File: src/rtl/adc_cal_defs.svh
// Offsets-free constant set for the calibration sequencer: times and counts.
// Assumes the master clock figures below; counts are in master clock cycles.
`ifndef ADC_CAL_DEFS_SVH
`define ADC_CAL_DEFS_SVH

// ----------------------------------------------------------------------
// Master clock rate
// ----------------------------------------------------------------------
`define MCLK_MHZ 64'd4

// ----------------------------------------------------------------------
// Times as printed, in ns
// ----------------------------------------------------------------------
`define CAL_FULL_NS 64'd31250000
`define CAL_GO_NS 64'd6940000
`define CAL_SINGLE_NS 64'd3470000
`define CAL_POR_NS 64'd32000000
`define CONV_NS 64'd4600
`define PWRUP_NS 64'd5000

// ----------------------------------------------------------------------
// Derived master clock counts (longest round down, least round up)
// ----------------------------------------------------------------------
`define CAL_FULL_MCLK ((`CAL_FULL_NS * `MCLK_MHZ) / 64'd1000)
`define CAL_GO_MCLK ((`CAL_GO_NS * `MCLK_MHZ) / 64'd1000)
`define CAL_SINGLE_MCLK ((`CAL_SINGLE_NS * `MCLK_MHZ) / 64'd1000)
`define CAL_POR_MCLK ((`CAL_POR_NS * `MCLK_MHZ) / 64'd1000)
`define CONV_MCLK ((`CONV_NS * `MCLK_MHZ) / 64'd1000)
`define PWRUP_MCLK ((`PWRUP_NS * `MCLK_MHZ + 64'd999) / 64'd1000)

// ----------------------------------------------------------------------
// Trim limits in LSB of a 4096-code range and start-up settle cycles
// ----------------------------------------------------------------------
`define OFFS_LIM 13'h0CC
`define GAIN_LIM 13'h066
`define STRAP_WAIT 2'h3

`endif

File: src/rtl/adc_cal_pkg.sv
// Types shared by the calibration sequencer and its users.
// Assumes nothing beyond a SystemVerilog compiler.
package adc_cal_pkg;

  // ----------------------------------------------------------------------
  // Calibration type select, in field order 0..5
  // ----------------------------------------------------------------------
  typedef enum logic [2:0] {
    CAL_FULL_SELF,
    CAL_GAIN_OFFS_SELF,
    CAL_OFFS_SELF,
    CAL_GAIN_SELF,
    CAL_OFFS_SYS,
    CAL_GAIN_SYS
  } cal_sel_e;

  // Control write contents from the serial port logic
  typedef struct packed {
    logic start_calibration_bit;
    cal_sel_e cal_sel;
    logic start_conv;
  } ctrl_write_s;

  // Active phase flags driven to the analog trim logic
  typedef struct packed {
    logic dac_trim;
    logic gain_trim;
    logic offs_trim;
    logic converting;
  } cal_phase_s;

endpackage : adc_cal_pkg

File: src/rtl/adc_calibration_sequencer.sv
// Calibration and conversion sequencer of a 12-bit sampling converter.
// Assumes cal_req_n, convert_trigger_n, sleep_n and master_clock_in are pins
// from outside the clk domain; ctrl_wr and ctrl come from logic on clk.
//
// Operation
// - Start by pin pulse or start bit
// - Pin low resets core before calibration
// - Busy rises at pin rise or write
// - Full calibration busy until finished
// - Other self calibrations busy, length by type
// - Durations fixed master clock counts
// - Pin held low at power-on: auto calibration
// - Power-on calibration lasts 32 ms
// - Full: capacitor array, then gain, offset
// - Gain then offset, no array trim
// - Offset only or gain only trim
// - Offset trims zero, gain trims full scale
// - System trim covers 5 and 2.5 percent
// - Out of range errors saturate, finish
// - Negative offsets corrected too
// - Conversion 4.6 us, powered only when needed
// - Pin tied high suppresses auto calibration
// - Sleep ignored from strap sample until power-on calibration ends
`include "adc_cal_defs.svh"
`timescale 1ns/100ps

module adc_calibration_sequencer
  import adc_cal_pkg::*;
#(
  parameter int unsigned CNT_W = 17,
  parameter int unsigned CAL_FULL_CYC = 32'(`CAL_FULL_MCLK),
  parameter int unsigned CAL_GO_CYC = 32'(`CAL_GO_MCLK),
  parameter int unsigned CAL_SINGLE_CYC = 32'(`CAL_SINGLE_MCLK),
  parameter int unsigned CAL_POR_CYC = 32'(`CAL_POR_MCLK),
  parameter int unsigned CONV_CYC = 32'(`CONV_MCLK),
  parameter int unsigned PWRUP_CYC = 32'(`PWRUP_MCLK)
) (
  input wire logic clk,
  input wire logic srst,
  input wire logic cal_req_n,
  input wire logic master_clock_in,
  input wire logic convert_trigger_n,
  input wire logic sleep_n,
  input wire logic pd_after_conv,
  input wire logic ctrl_wr,
  input wire ctrl_write_s ctrl,
  input wire logic signed [11:0] err_sample,
  output logic busy,
  output logic core_reset,
  output cal_phase_s phase,
  output logic power_on,
  output logic cal_done,
  output logic signed [8:0] offset_trim,
  output logic signed [7:0] gain_trim
);

  // ----------------------------------------------------------------------
  // Types and constants
  // ----------------------------------------------------------------------
  typedef enum logic [2:0] {
    ST_IDLE,
    ST_DAC,
    ST_GAIN,
    ST_OFFS,
    ST_CONV
  } seq_state_e;

  localparam logic [CNT_W-1:0] CNT_ONE = CNT_W'(1);

  // ----------------------------------------------------------------------
  // Pin synchronisers
  // ----------------------------------------------------------------------
  logic [1:0] cal_sync_ff; // Calibration pin, bit 1 is safe
  logic [1:0] conv_sync_ff; // Convert pin
  logic [1:0] sleep_sync_ff; // Sleep pin
  logic [1:0] mclk_sync_ff; // Master clock
  logic cal_dly_ff; // Delayed safe calibration pin
  logic conv_dly_ff; // Delayed safe convert pin
  logic mclk_dly_ff; // Delayed safe master clock
  logic [1:0] nxt_cal_sync;
  logic [1:0] nxt_conv_sync;
  logic [1:0] nxt_sleep_sync;
  logic [1:0] nxt_mclk_sync;
  logic nxt_cal_dly;
  logic nxt_conv_dly;
  logic nxt_mclk_dly;

  // Next values: two stages, then one delay stage for edge detection
  always_comb begin
    nxt_cal_sync = {cal_sync_ff[0], cal_req_n};
    nxt_conv_sync = {conv_sync_ff[0], convert_trigger_n};
    nxt_sleep_sync = {sleep_sync_ff[0], sleep_n};
    nxt_mclk_sync = {mclk_sync_ff[0], master_clock_in};
    nxt_cal_dly = cal_sync_ff[1];
    nxt_conv_dly = conv_sync_ff[1];
    nxt_mclk_dly = mclk_sync_ff[1];
  end

  // Registers; pins idle high, clock idles low
  always_ff @(posedge clk) begin
    if (srst) begin
      cal_sync_ff <= 2'h3;
      conv_sync_ff <= 2'h3;
      sleep_sync_ff <= 2'h3;
      mclk_sync_ff <= 2'h0;
      cal_dly_ff <= 1'b1;
      conv_dly_ff <= 1'b1;
      mclk_dly_ff <= 1'b0;
    end else begin
      cal_sync_ff <= nxt_cal_sync;
      conv_sync_ff <= nxt_conv_sync;
      sleep_sync_ff <= nxt_sleep_sync;
      mclk_sync_ff <= nxt_mclk_sync;
      cal_dly_ff <= nxt_cal_dly;
      conv_dly_ff <= nxt_conv_dly;
      mclk_dly_ff <= nxt_mclk_dly;
    end
  end

  // Edge events taken from the safe stages only
  logic cal_rise; // Calibration pin released
  logic conv_fall; // Convert pin pulled low
  logic conv_rise; // Convert pin released
  logic mclk_tick; // Master clock rising edge
  assign cal_rise = cal_sync_ff[1] & ~cal_dly_ff;
  assign conv_fall = ~conv_sync_ff[1] & conv_dly_ff;
  assign conv_rise = conv_sync_ff[1] & ~conv_dly_ff;
  assign mclk_tick = mclk_sync_ff[1] & ~mclk_dly_ff;

  // ----------------------------------------------------------------------
  // Power-on strap capture
  // ----------------------------------------------------------------------
  logic [1:0] strap_cnt_ff; // Settle count after reset release
  logic strap_done_ff; // Strap has been sampled
  logic por_armed_ff; // Pin was low at power-on
  logic por_run_ff; // Power-on calibration in progress
  logic [1:0] nxt_strap_cnt;
  logic nxt_strap_done;
  logic nxt_por_armed;
  logic nxt_por_run;
  logic seq_end; // Last phase of a calibration ends
  logic por_start; // Power-on calibration launched

  // Pin low when sampled arms the automatic calibration; high suppresses it
  always_comb begin
    nxt_strap_cnt = strap_cnt_ff;
    nxt_strap_done = strap_done_ff;
    nxt_por_armed = por_armed_ff;
    nxt_por_run = por_run_ff;
    if (!strap_done_ff) begin
      nxt_strap_cnt = strap_cnt_ff + 2'h1;
      if (strap_cnt_ff == `STRAP_WAIT) begin
        nxt_strap_done = 1'b1;
        nxt_por_armed = ~cal_sync_ff[1];
      end
    end
    if (por_start) begin
      nxt_por_armed = 1'b0;
      nxt_por_run = 1'b1;
    end else if (seq_end) begin
      nxt_por_run = 1'b0;
    end
  end

  // Registers
  always_ff @(posedge clk) begin
    if (srst) begin
      strap_cnt_ff <= 2'h0;
      strap_done_ff <= 1'b0;
      por_armed_ff <= 1'b0;
      por_run_ff <= 1'b0;
    end else begin
      strap_cnt_ff <= nxt_strap_cnt;
      strap_done_ff <= nxt_strap_done;
      por_armed_ff <= nxt_por_armed;
      por_run_ff <= nxt_por_run;
    end
  end

  // ----------------------------------------------------------------------
  // Sequencer
  // ----------------------------------------------------------------------
  seq_state_e state_ff; // Current phase
  cal_sel_e sel_ff; // Type of the running calibration
  logic [CNT_W-1:0] cnt_ff; // Master clock cycles left in phase
  logic [CNT_W-1:0] gain_cnt_ff; // Gain phase length
  logic [CNT_W-1:0] offs_cnt_ff; // Offset phase length
  logic busy_ff;
  logic core_reset_ff;
  cal_phase_s phase_ff;
  logic cal_done_ff;
  logic signed [8:0] offset_trim_ff;
  logic signed [7:0] gain_trim_ff;
  logic power_on_ff; // Core supply enable
  logic nxt_power_on;
  seq_state_e nxt_state;
  cal_sel_e nxt_sel;
  logic [CNT_W-1:0] nxt_cnt;
  logic [CNT_W-1:0] nxt_gain_cnt;
  logic [CNT_W-1:0] nxt_offs_cnt;
  logic nxt_busy;
  logic nxt_core_reset;
  cal_phase_s nxt_phase;
  logic nxt_cal_done;
  logic signed [8:0] nxt_offset_trim;
  logic signed [7:0] nxt_gain_trim;
  logic phase_end; // Current phase count runs out
  logic cal_start; // A calibration is accepted
  logic signed [12:0] corr; // Correction, negated error
  logic signed [12:0] offs_sat; // Offset correction within range
  logic signed [12:0] gain_sat; // Gain correction within range

  assign phase_end = mclk_tick & (cnt_ff == CNT_ONE);
  assign cal_start = (state_ff == ST_IDLE) & (cal_rise | (ctrl_wr & ctrl.start_calibration_bit));
  assign por_start = cal_start & cal_rise & por_armed_ff;
  assign corr = -13'(err_sample);

  // Saturate the corrections at the trim limits, either sign
  always_comb begin
    offs_sat = corr;
    gain_sat = corr;
    if (corr > $signed(`OFFS_LIM)) begin
      offs_sat = $signed(`OFFS_LIM);
    end else if (corr < -$signed(`OFFS_LIM)) begin
      offs_sat = -$signed(`OFFS_LIM);
    end
    if (corr > $signed(`GAIN_LIM)) begin
      gain_sat = $signed(`GAIN_LIM);
    end else if (corr < -$signed(`GAIN_LIM)) begin
      gain_sat = -$signed(`GAIN_LIM);
    end
  end

  // Next state of the sequence, counts, flags and trims
  always_comb begin
    nxt_state = state_ff;
    nxt_sel = sel_ff;
    nxt_cnt = cnt_ff;
    nxt_gain_cnt = gain_cnt_ff;
    nxt_offs_cnt = offs_cnt_ff;
    nxt_cal_done = 1'b0;
    nxt_offset_trim = offset_trim_ff;
    nxt_gain_trim = gain_trim_ff;
    seq_end = 1'b0;
    if (mclk_tick && cnt_ff != '0) begin
      nxt_cnt = cnt_ff - CNT_ONE;
    end
    case (state_ff)
      ST_IDLE: begin
        if (cal_start) begin
          // Pin start uses the held field; software uses the written one
          nxt_sel = cal_rise ? sel_ff : ctrl.cal_sel;
          if (por_start) begin
            nxt_sel = CAL_FULL_SELF;
          end
          nxt_gain_cnt = CNT_W'(CAL_SINGLE_CYC);
          nxt_offs_cnt = CNT_W'(CAL_SINGLE_CYC);
          case (nxt_sel)
            CAL_FULL_SELF: begin
              nxt_state = ST_DAC;
              nxt_cnt = por_start ? CNT_W'(CAL_POR_CYC - CAL_GO_CYC) : CNT_W'(CAL_FULL_CYC - CAL_GO_CYC);
              nxt_offs_cnt = CNT_W'(CAL_GO_CYC - CAL_SINGLE_CYC);
            end
            CAL_GAIN_OFFS_SELF: begin
              nxt_state = ST_GAIN;
              nxt_cnt = CNT_W'(CAL_SINGLE_CYC);
              nxt_offs_cnt = CNT_W'(CAL_GO_CYC - CAL_SINGLE_CYC);
            end
            CAL_OFFS_SELF, CAL_OFFS_SYS: begin
              nxt_state = ST_OFFS;
              nxt_cnt = CNT_W'(CAL_SINGLE_CYC);
            end
            CAL_GAIN_SELF, CAL_GAIN_SYS: begin
              nxt_state = ST_GAIN;
              nxt_cnt = CNT_W'(CAL_SINGLE_CYC);
            end
            default: begin
              nxt_state = ST_DAC;
              nxt_cnt = CNT_W'(CAL_FULL_CYC - CAL_GO_CYC);
              nxt_offs_cnt = CNT_W'(CAL_GO_CYC - CAL_SINGLE_CYC);
            end
          endcase
        end else if (conv_rise || (ctrl_wr && ctrl.start_conv)) begin
          // Add the power-up interval when the core was down
          nxt_state = ST_CONV;
          nxt_cnt = power_on_ff ? CNT_W'(CONV_CYC) : CNT_W'(CONV_CYC + PWRUP_CYC);
        end
      end
      ST_DAC: begin
        if (phase_end) begin
          nxt_state = ST_GAIN;
          nxt_cnt = gain_cnt_ff;
        end
      end
      ST_GAIN: begin
        if (phase_end) begin
          nxt_gain_trim = 8'(gain_sat);
          if (sel_ff == CAL_GAIN_SELF || sel_ff == CAL_GAIN_SYS) begin
            nxt_state = ST_IDLE;
            nxt_cal_done = 1'b1;
            seq_end = 1'b1;
          end else begin
            nxt_state = ST_OFFS;
            nxt_cnt = offs_cnt_ff;
          end
        end
      end
      ST_OFFS: begin
        if (phase_end) begin
          nxt_offset_trim = 9'(offs_sat);
          nxt_state = ST_IDLE;
          nxt_cal_done = 1'b1;
          seq_end = 1'b1;
        end
      end
      ST_CONV: begin
        if (phase_end) begin
          nxt_state = ST_IDLE;
        end
      end
      default: begin
        nxt_state = ST_IDLE;
      end
    endcase
    // Busy follows the state about to be entered
    nxt_busy = (nxt_state != ST_IDLE);
    nxt_core_reset = ~cal_sync_ff[1] & (nxt_state == ST_IDLE);
    nxt_phase.dac_trim = (nxt_state == ST_DAC);
    nxt_phase.gain_trim = (nxt_state == ST_GAIN);
    nxt_phase.offs_trim = (nxt_state == ST_OFFS);
    nxt_phase.converting = (nxt_state == ST_CONV);
  end

  // Registers
  always_ff @(posedge clk) begin
    if (srst) begin
      state_ff <= ST_IDLE;
      sel_ff <= CAL_FULL_SELF;
      cnt_ff <= '0;
      gain_cnt_ff <= '0;
      offs_cnt_ff <= '0;
      busy_ff <= 1'b0;
      core_reset_ff <= 1'b0;
      phase_ff <= '0;
      cal_done_ff <= 1'b0;
      offset_trim_ff <= '0;
      gain_trim_ff <= '0;
    end else begin
      state_ff <= nxt_state;
      sel_ff <= nxt_sel;
      cnt_ff <= nxt_cnt;
      gain_cnt_ff <= nxt_gain_cnt;
      offs_cnt_ff <= nxt_offs_cnt;
      busy_ff <= nxt_busy;
      core_reset_ff <= nxt_core_reset;
      phase_ff <= nxt_phase;
      cal_done_ff <= nxt_cal_done;
      offset_trim_ff <= nxt_offset_trim;
      gain_trim_ff <= nxt_gain_trim;
    end
  end

  // ----------------------------------------------------------------------
  // Power control
  // ----------------------------------------------------------------------
  logic pd_wanted; // Idle power-down requested

  // Down when idle and asked to, never between the strap sample and the end of power-on calibration
  always_comb begin
    pd_wanted = pd_after_conv | ~sleep_sync_ff[1];
    if (por_armed_ff || por_run_ff) begin
      pd_wanted = 1'b0;
    end
    nxt_power_on = 1'b1;
    if (pd_wanted && nxt_state == ST_IDLE) begin
      // Convert pin held low powers up ahead of the conversion
      nxt_power_on = ~conv_sync_ff[1] & ~conv_fall | (power_on_ff & ~conv_sync_ff[1]);
      if (!conv_sync_ff[1] && conv_fall) begin
        nxt_power_on = 1'b1;
      end
    end
  end

  // Register
  always_ff @(posedge clk) begin
    if (srst) begin
      power_on_ff <= 1'b1;
    end else begin
      power_on_ff <= nxt_power_on;
    end
  end

  // ----------------------------------------------------------------------
  // Outputs
  // ----------------------------------------------------------------------
  assign busy = busy_ff;
  assign core_reset = core_reset_ff;
  assign phase = phase_ff;
  assign power_on = power_on_ff;
  assign cal_done = cal_done_ff;
  assign offset_trim = offset_trim_ff;
  assign gain_trim = gain_trim_ff;

endmodule : adc_calibration_sequencer

File: config.mk
export PLATFORM = sky130hd
export DESIGN_NAME = adc_calibration_sequencer
export DESIGN_NICKNAME = d
export VERILOG_FILES = /design/src/rtl/adc_cal_pkg.sv /design/src/rtl/adc_calibration_sequencer.sv
export VERILOG_INCLUDE_DIRS = /design/src /design/src/rtl
export SDC_FILE = /design/constraint.sdc
export NUM_CORES = 1
export LEC_CHECK = 0
export BUFFER_PORTS_ARGS = -buffer_cell sky130_fd_sc_hd__buf_2
export CAP_MARGIN = 10
export CORE_MARGIN = 2
export CORE_UTILIZATION = 55
export CTS_CLUSTER_DIAMETER = 60
export DETAILED_ROUTE_END_ITERATION = 8
export PLACE_DENSITY = 0.76
export SYNTH_ARGS = -nofsm -noshare
export SYNTH_HDL_FRONTEND = slang
export SYNTH_SLANG_ARGS = --single-unit
File: constraint.sdc
create_clock -name clk -period 6.3 [get_ports clk]
set_input_delay 1.26 -clock clk [delete_from_list [all_inputs] [get_ports clk]]
set_output_delay 1.26 -clock clk [all_outputs]
set_load 0.005 [all_outputs]
==> results of run 1 <==
## layout by cell type (no fill, tap or decap), types with 3 or more instances in the layout
cell type / instances
nand4_1: 9
dfxtp_1: 65
nor3_1: 16
a21oi_1: 31
o21ai_0: 22
o32ai_1: 3
xnor2_1: 8
a31oi_1: 13
nor2b_1: 13
or3_1: 7
o31ai_1: 5
mux2_2: 5
a32oi_1: 5
a21o_1: 3
clkbuf_8: 9
a211oi_1: 8
inv_1: 12
mux2i_1: 4
nor2_1: 54
a311oi_1: 4
and2_1: 3
a32o_1: 4
buf_2: 49
and3_1: 7
ha_1: 5
nand2b_1: 8
o211ai_1: 8
o22ai_1: 5
xor2_1: 14
o21a_1: 3
nand3_1: 21
or2_2: 10
nand2_1: 30
## cells by family (layout without fill, tap and decap cells)
logic type / after synthesis / in the layout / synth area share [%]
flops: 65 / 65 / 32.6
compound gates: 149 / 149 / 26.2
xor+xnor: 22 / 22 / 4.82
fa+ha+maj: 5 / 5 / 1.57
simple gates: 201 / 201 / 27.8
buf+inv: 48 / 78 / 4.64
mux: 9 / 9 / 2.41
## critical path: cells and delay by family
kind | cells | cell delay [ns]
buffers and inverters | 2 | 0.29
adders and majority gates | 1 | 0.55
AOI/OAI and AO/OA | 3 | 0.70
and+or+nand+nor | 2 | 0.85
muxes | 1 | 0.42
## path summary, 6_finish.rpt
path | startpoint | to | slack (ns) | cells after the start
worst max-delay path | err_sample[0] | offset_trim[2]$_SDFFE_PP0P_ | 2.53 | 9
worst min-delay path | cal_sync_ff[0]$_SDFF_PP1_ | cal_sync_ff[1]$_SDFF_PP1_ | 0.41 | 1
worst max register to register | cnt_ff[11]$_SDFF_PP0_ | core_reset$_SDFF_PP0_ | 3.27 | 6
worst min register to register | cal_sync_ff[0]$_SDFF_PP1_ | cal_sync_ff[1]$_SDFF_PP1_ | 0.41 | 1
## Yosys cell counts, drive strengths merged (5+ instances only)
cell type	count
a211oi	9
nand3	21
or3	7
nor3	17
nand4	9
mux2	5
or2	10
a32oi	5
o211ai	8
ha	5
clkbuf	30
buf	6
nor2	54
o22ai	5
nor4	5
dfxtp	65
and3	7
a21oi	31
o21ai	24
o31ai	5
xnor2	8
inv	12
nand2	30
nand2b	8
xor2	14
a31oi	13
nor2b	13
## flip-flops by register name, indices dropped and copies added (netlist names), 2 cells and up
register       flops
mclk_sync_ff       2
state_ff           3
cnt_ff            17
phase              4
gain_trim          8
sleep_sync_ff      2
conv_sync_ff       2
sel_ff             3
strap_cnt_ff       2
cal_sync_ff        2
offset_trim        9
## stage by stage
stage / total power (uW) / utilization, %
after detailed placement: 740 / 59.2
after global placement: 732 / 59.2
after global routing: 1190 / 62.5
after floorplan: 675 / -
after CTS: 1140 / 62.4
final: 1140 / 62.5
## area by class of cell
class / instances / area share, %
Clock buffer: 9 / 2.78
Tap cell: 99 / 2.78
Clock inverter: 7 / 2.30
Sequential cell: 65 / 29.2
Multi-Input combinational cell: 386 / 56.3
Timing Repair Buffer: 50 / 5.67
Inverter: 12 / 1.01
## power breakdown
group | internal (uW) | total [uW] | leakage [uW] | switching (uW)
logic | 96.3 | 271 | 0.00111 | 175
clock network | 227 | 401 | 0.000110 | 175
registers | 438 | 466 | 0.000531 | 28.2
total | 761 | 1140 | 0.00175 | 378
## routing by layer
layer | share of wire, % | GRT usage [%]
met1 | 42 | 34.9
met2 | 47 | 42.4
met3 | 8.1 | 7.57
met4 | 2.8 | 10.2
met5 | 0 | 0
==> flow_metrics.env, run 1 <==
export IMPL_dp_cells=611
export IMPL_timing_fmax_ghz=0.265
export IMPL_clk_path_buf_depth=2
export IMPL_mappedNetlistArea_sq_um=4000
export IMPL_insertion_delay_ns=0.35
export IMPL_drc=0
export IMPL_post_cts_resized=0
export IMPL_yosysWarnings=0
export IMPL_cts_buffers=9
export IMPL_gp_congestion=0.979
export IMPL_place_hpwl_um=7540
export IMPL_yosysTopAreaCell="dfxtp_1"
export IMPL_wl_um=10400
export IMPL_clock_root_buffer="clkbuf_8"
export IMPL_viasPerCell=6.37
export IMPL_die_area_sq_um=7960
export IMPL_synth_seq_area_share_pct=32.6
export IMPL_cts_clk_slew_worst_paths_ns=0.07
export IMPL_grt_pass1_vias=3538
export IMPL_setup_tns_ns=0
export IMPL_maxSlewHeadroom_pct=33.7
export IMPL_crit_path_top_delay_cell="ha_1"
export IMPL_ctsHoldBuffers=0
export IMPL_die_x_um=89.2
export IMPL_drv_slew=0
export IMPL_outcome="completed"
export IMPL_cts_tree="yes"
export IMPL_n_antenna_cell=0
export IMPL_vdd_drop_max_v=0.000151
export IMPL_num_fill_cells=659
export IMPL_grt_pass1_wl_um=16700
export IMPL_cp_arrival_ns=4.07
export IMPL_synthCells=499
export IMPL_synth_edf_count=0
export IMPL_htree_levels=3
export IMPL_grt_max_degree=59
export IMPL_core_area_sq_um=7140
export IMPL_fin_skew_ns=0.00654
export IMPL_postPlaceCellArea_sq_um=4220
export IMPL_fin_crit_sh_pct=59.9
export IMPL_clkSinkCount=65
export IMPL_p_leak_uw=0.00175
export IMPL_dpl_worst_slack_ns=2.22
export IMPL_rsz0062_at_grt="false"
export IMPL_core_rowCount=31
export IMPL_instances_no_fill=628
export IMPL_fp_dieH_um=89.2
export IMPL_area_growth_pct=11.6
export IMPL_grtUsageTotal_pct=26.8
export IMPL_cp_required_ns=6.60
export IMPL_path_cells="buf_2, inv_1, ha_1, or3b_1, nor4b_2, mux2_2, o311ai_1, a2bb2oi_1, o221a_2"
export IMPL_drtIter0Drc=458
export IMPL_crit_type="input port to flop"
export IMPL_synth_area_per_cell_sq_um=8.01
export IMPL_seq_area_sq_um=1300
export IMPL_worst_pin_slew_ns=0.982
export IMPL_ys_ff_latch=65
export IMPL_holdWs_ns=0.412
export IMPL_multiInputGateArea_sq_um=2510
export IMPL_layout_setup_ws_ns=2.53
export IMPL_synth_flop_cell="dfxtp_1"
export IMPL_pin_count=50
export IMPL_hold_violations=0
export IMPL_initial_core_util_pct=56.0
export IMPL_critPathMaxFanout=19
export IMPL_fin_crit_ns=3.77
export IMPL_antenna_found_initial=0
export IMPL_setup_violations=0
export IMPL_worstSetupStartpointType="input port"
export IMPL_min_path_type="flop to flop"
export IMPL_netlist_top_cells_area="dfxtp_1 33%, nor2_1 5.1%, a21oi_1 3.9%"
export IMPL_ys_async_sr_fraction_pct=0
export IMPL_fin_nets=554
export IMPL_power_density_nw_per_um2=256
export IMPL_synth_top_cell_area_share_pct=32.6
export IMPL_syn_num_nets=529
export IMPL_critical_path_max_stage_delay_ns=0.55
export IMPL_final_area_sq_um=4460
export IMPL_cts_setup_buffers=0
export IMPL_dr_pass1_iters=8
export IMPL_drive_gt1_share_pct=18.3
export IMPL_cap_violations=0
export IMPL_grt_ovfl_total=0
export IMPL_end_kind="flop"
export IMPL_numPortBuffers=49
export IMPL_synth_distinct_cells=75
export IMPL_via_count=4001
export IMPL_ant_nets=0
export IMPL_post_drt_wl_per_cell_um=16.6
Note: power is estimated with default switching activity, not from simulation.
==> run 2: changes to the inputs <==
==> constraint.sdc (replaced) <==
create_clock -name clk -period 3.8 [get_ports clk]
set_input_delay 0.76 -clock clk [delete_from_list [all_inputs] [get_ports clk]]
set_output_delay 0.76 -clock clk [all_outputs]
set_load 0.005 [all_outputs]
==> run 2 against run 1 <==
  * Sequential cell count unchanged
  * Utilization about the same
  * Critical endpoint unchanged
  * Count of clock-buffer cells in the layout unchanged
==> flow_metrics.env, run 2 (synthesis gave the netlist of run 1 again) <==
export IMPL_htree_levels=3
export IMPL_fin_crit_sh_pct=75.5
export IMPL_dp_cells=616
export IMPL_fin_nets=558
export IMPL_cp_arrival_ns=3.16
export IMPL_dr_pass1_iters=5
export IMPL_grtUsageTotal_pct=27.2
export IMPL_gp_congestion=0.936
export IMPL_instances_no_fill=632
export IMPL_regMostFlops="cnt_ff"
export IMPL_crit_path_top_delay_cell="or3b_1"
export IMPL_fin_skew_ns=0.0105
export IMPL_power_density_nw_per_um2=406
export IMPL_rsz0062_at_grt="false"
export IMPL_core_area_sq_um=7140
export IMPL_n_antenna_cell=0
export IMPL_power_frac_comb_pct=25.4
export IMPL_num_fill_cells=665
export IMPL_core_rowCount=31
export IMPL_drc=0
export IMPL_p_sw_uw=614
export IMPL_end_kind="flop"
export IMPL_p_leak_uw=0.00175
export IMPL_seqPwrFrac_pct=42.8
export IMPL_crit_type="input port to flop"
export IMPL_drtIter0Drc=362
export IMPL_setup_violations=0
export IMPL_fp_dieH_um=89.2
export IMPL_via_count=4001
export IMPL_cts_tree="yes"
export IMPL_antenna_found_initial=0
export IMPL_grt_pass1_vias=3507
export IMPL_outcome="completed"
export IMPL_wl_um=10500
export IMPL_cp_top_family="simple AND/OR/NAND/NOR gates"
export IMPL_critPathMaxFanout=14
export IMPL_vdd_drop_max_v=0.000207
export IMPL_grt_ovfl_total=0
export IMPL_dpl_worst_slack_ns=0.610
export IMPL_worstSetupStartpointType="input port"
export IMPL_holdWs_ns=0.410
export IMPL_internal_power_uw=1190
export IMPL_timing_fmax_ghz=0.349
export IMPL_drv_slew=0
export IMPL_die_area_sq_um=7960
export IMPL_ant_nets=0
export IMPL_clkSinkCount=65
export IMPL_layout_setup_ws_ns=0.932
export IMPL_cts_buffers=9
export IMPL_die_x_um=89.2
export IMPL_hold_violations=0
export IMPL_insertion_delay_ns=0.35
export IMPL_pwr_share_clk_pct=31.8
export IMPL_cap_violations=0
export IMPL_cts_setup_buffers=0
export IMPL_area_growth_pct=11.6
export IMPL_initial_core_util_pct=56.0
export IMPL_post_drt_wl_per_cell_um=16.6
export IMPL_cp_required_ns=4.09
export IMPL_grt_pass1_wl_um=16900
export IMPL_final_common_cell="dfxtp_1"
export IMPL_min_path_type="flop to flop"
export IMPL_worst_pin_slew_ns=0.752
export IMPL_post_cts_resized=0
export IMPL_clk_path_buf_depth=2
export IMPL_cp_num_buf_inv=2
export IMPL_setup_tns_ns=0
export IMPL_critical_path_max_stage_delay_ns=0.43
export IMPL_switching_share_pct=34.0
export IMPL_drive_gt1_share_pct=18.9
export IMPL_final_cell_mix="65 x dfxtp_1, 54 x nor2_1, 49 x buf_2"
export IMPL_maxSlewHeadroom_pct=49.3
export IMPL_pin_count=50
export IMPL_ctsHoldBuffers=0
export IMPL_cts_clk_slew_worst_paths_ns=0.07
export IMPL_clock_root_buffer="clkbuf_8"
export IMPL_viasPerCell=6.33
export IMPL_place_hpwl_um=7600
export IMPL_numPortBuffers=49
export IMPL_path_cells="buf_2, inv_1, ha_1, or3b_1, nor4b_2, mux2_2, o311ai_1, a2bb2oi_1, o221a_2"
export IMPL_grt_max_degree=58
export IMPL_largest_reg_flops=17
export IMPL_fin_crit_ns=2.87
run 2: changes by cell type in the layout (fill, tap and decap cells not counted):
cell,change
clkinv_4,-1
bufinv_16,-1
clkbuf_4,-1
clkinv_2,+2
clkinvlp_4,+2
inv_6,-2
buf_4,+5
run 2: routing by layer:
metal	wire length (um)	share of wire, %	GRT usage [%]	vias up
met4	246	2.3	11.0	0
li1	-	-	-	1911
met2	4890	47	43.6	200
met3	804	7.7	6.09	32
met5	0	0	0	-
met1	4540	43	35.6	1858
run 2: final timing paths:
path | cells past startpoint | startpoint | endpoint | slack (ns)
min reg2reg | 1 | conv_sync_ff[0]$_SDFF_PP1_ | conv_sync_ff[1]$_SDFF_PP1_ | 0.41
min | 1 | conv_sync_ff[0]$_SDFF_PP1_ | conv_sync_ff[1]$_SDFF_PP1_ | 0.41
max | 9 | err_sample[0] | offset_trim[2]$_SDFFE_PP0P_ | 0.93
max reg2reg | 6 | cnt_ff[11]$_SDFF_PP0_ | core_reset$_SDFF_PP0_ | 1.01
run 2: power by group through the flow:
| stage | logic, uW | registers [uW] | clock network (uW) |
|---|---|---|---|
| 6_report | 460 | 774 | 575 |
| 5_1_grt | 502 | 779 | 616 |
| 4_1_cts | 450 | 772 | 588 |
| 3_5_place_dp | 447 | 788 | 0 |
| 3_3_place_gp | 437 | 786 | 0 |
| 2_1_floorplan | 347 | 771 | 0 |
run 2: through the flow:
stage | area, sq um | power (uW) | utilization (%)
global route | 4460 | 1900 | 62.4
CTS | 4460 | 1810 | 62.4
global placement | 4260 | 1220 | 59.7
finish | 4460 | 1810 | 62.4
floorplan | 4000 | 1120 | -
detailed placement | 4260 | 1230 | 59.7
run 2: area by class of cell:
| type | instances | area [sq um] | area share, % |
|---|---|---|---|
| clock buffers | 9 | 124 | 2.78 |
| clock inverters | 7 | 71.3 | 1.60 |
| inverters | 12 | 45.0 | 1.01 |
| multi-input cells | 386 | 2510 | 56.3 |
| flip-flops and latches | 65 | 1300 | 29.2 |
| well taps | 99 | 124 | 2.78 |
| repair buffers | 54 | 283 | 6.34 |
run 2: worst register-to-register path: cells and delay by family, from the launching register on:
family	cells	cell delay [ns]
AO/OA/AOI/OAI	1	0.40
AND/OR/NAND/NOR	5	1.99
flip-flops	1	0.32
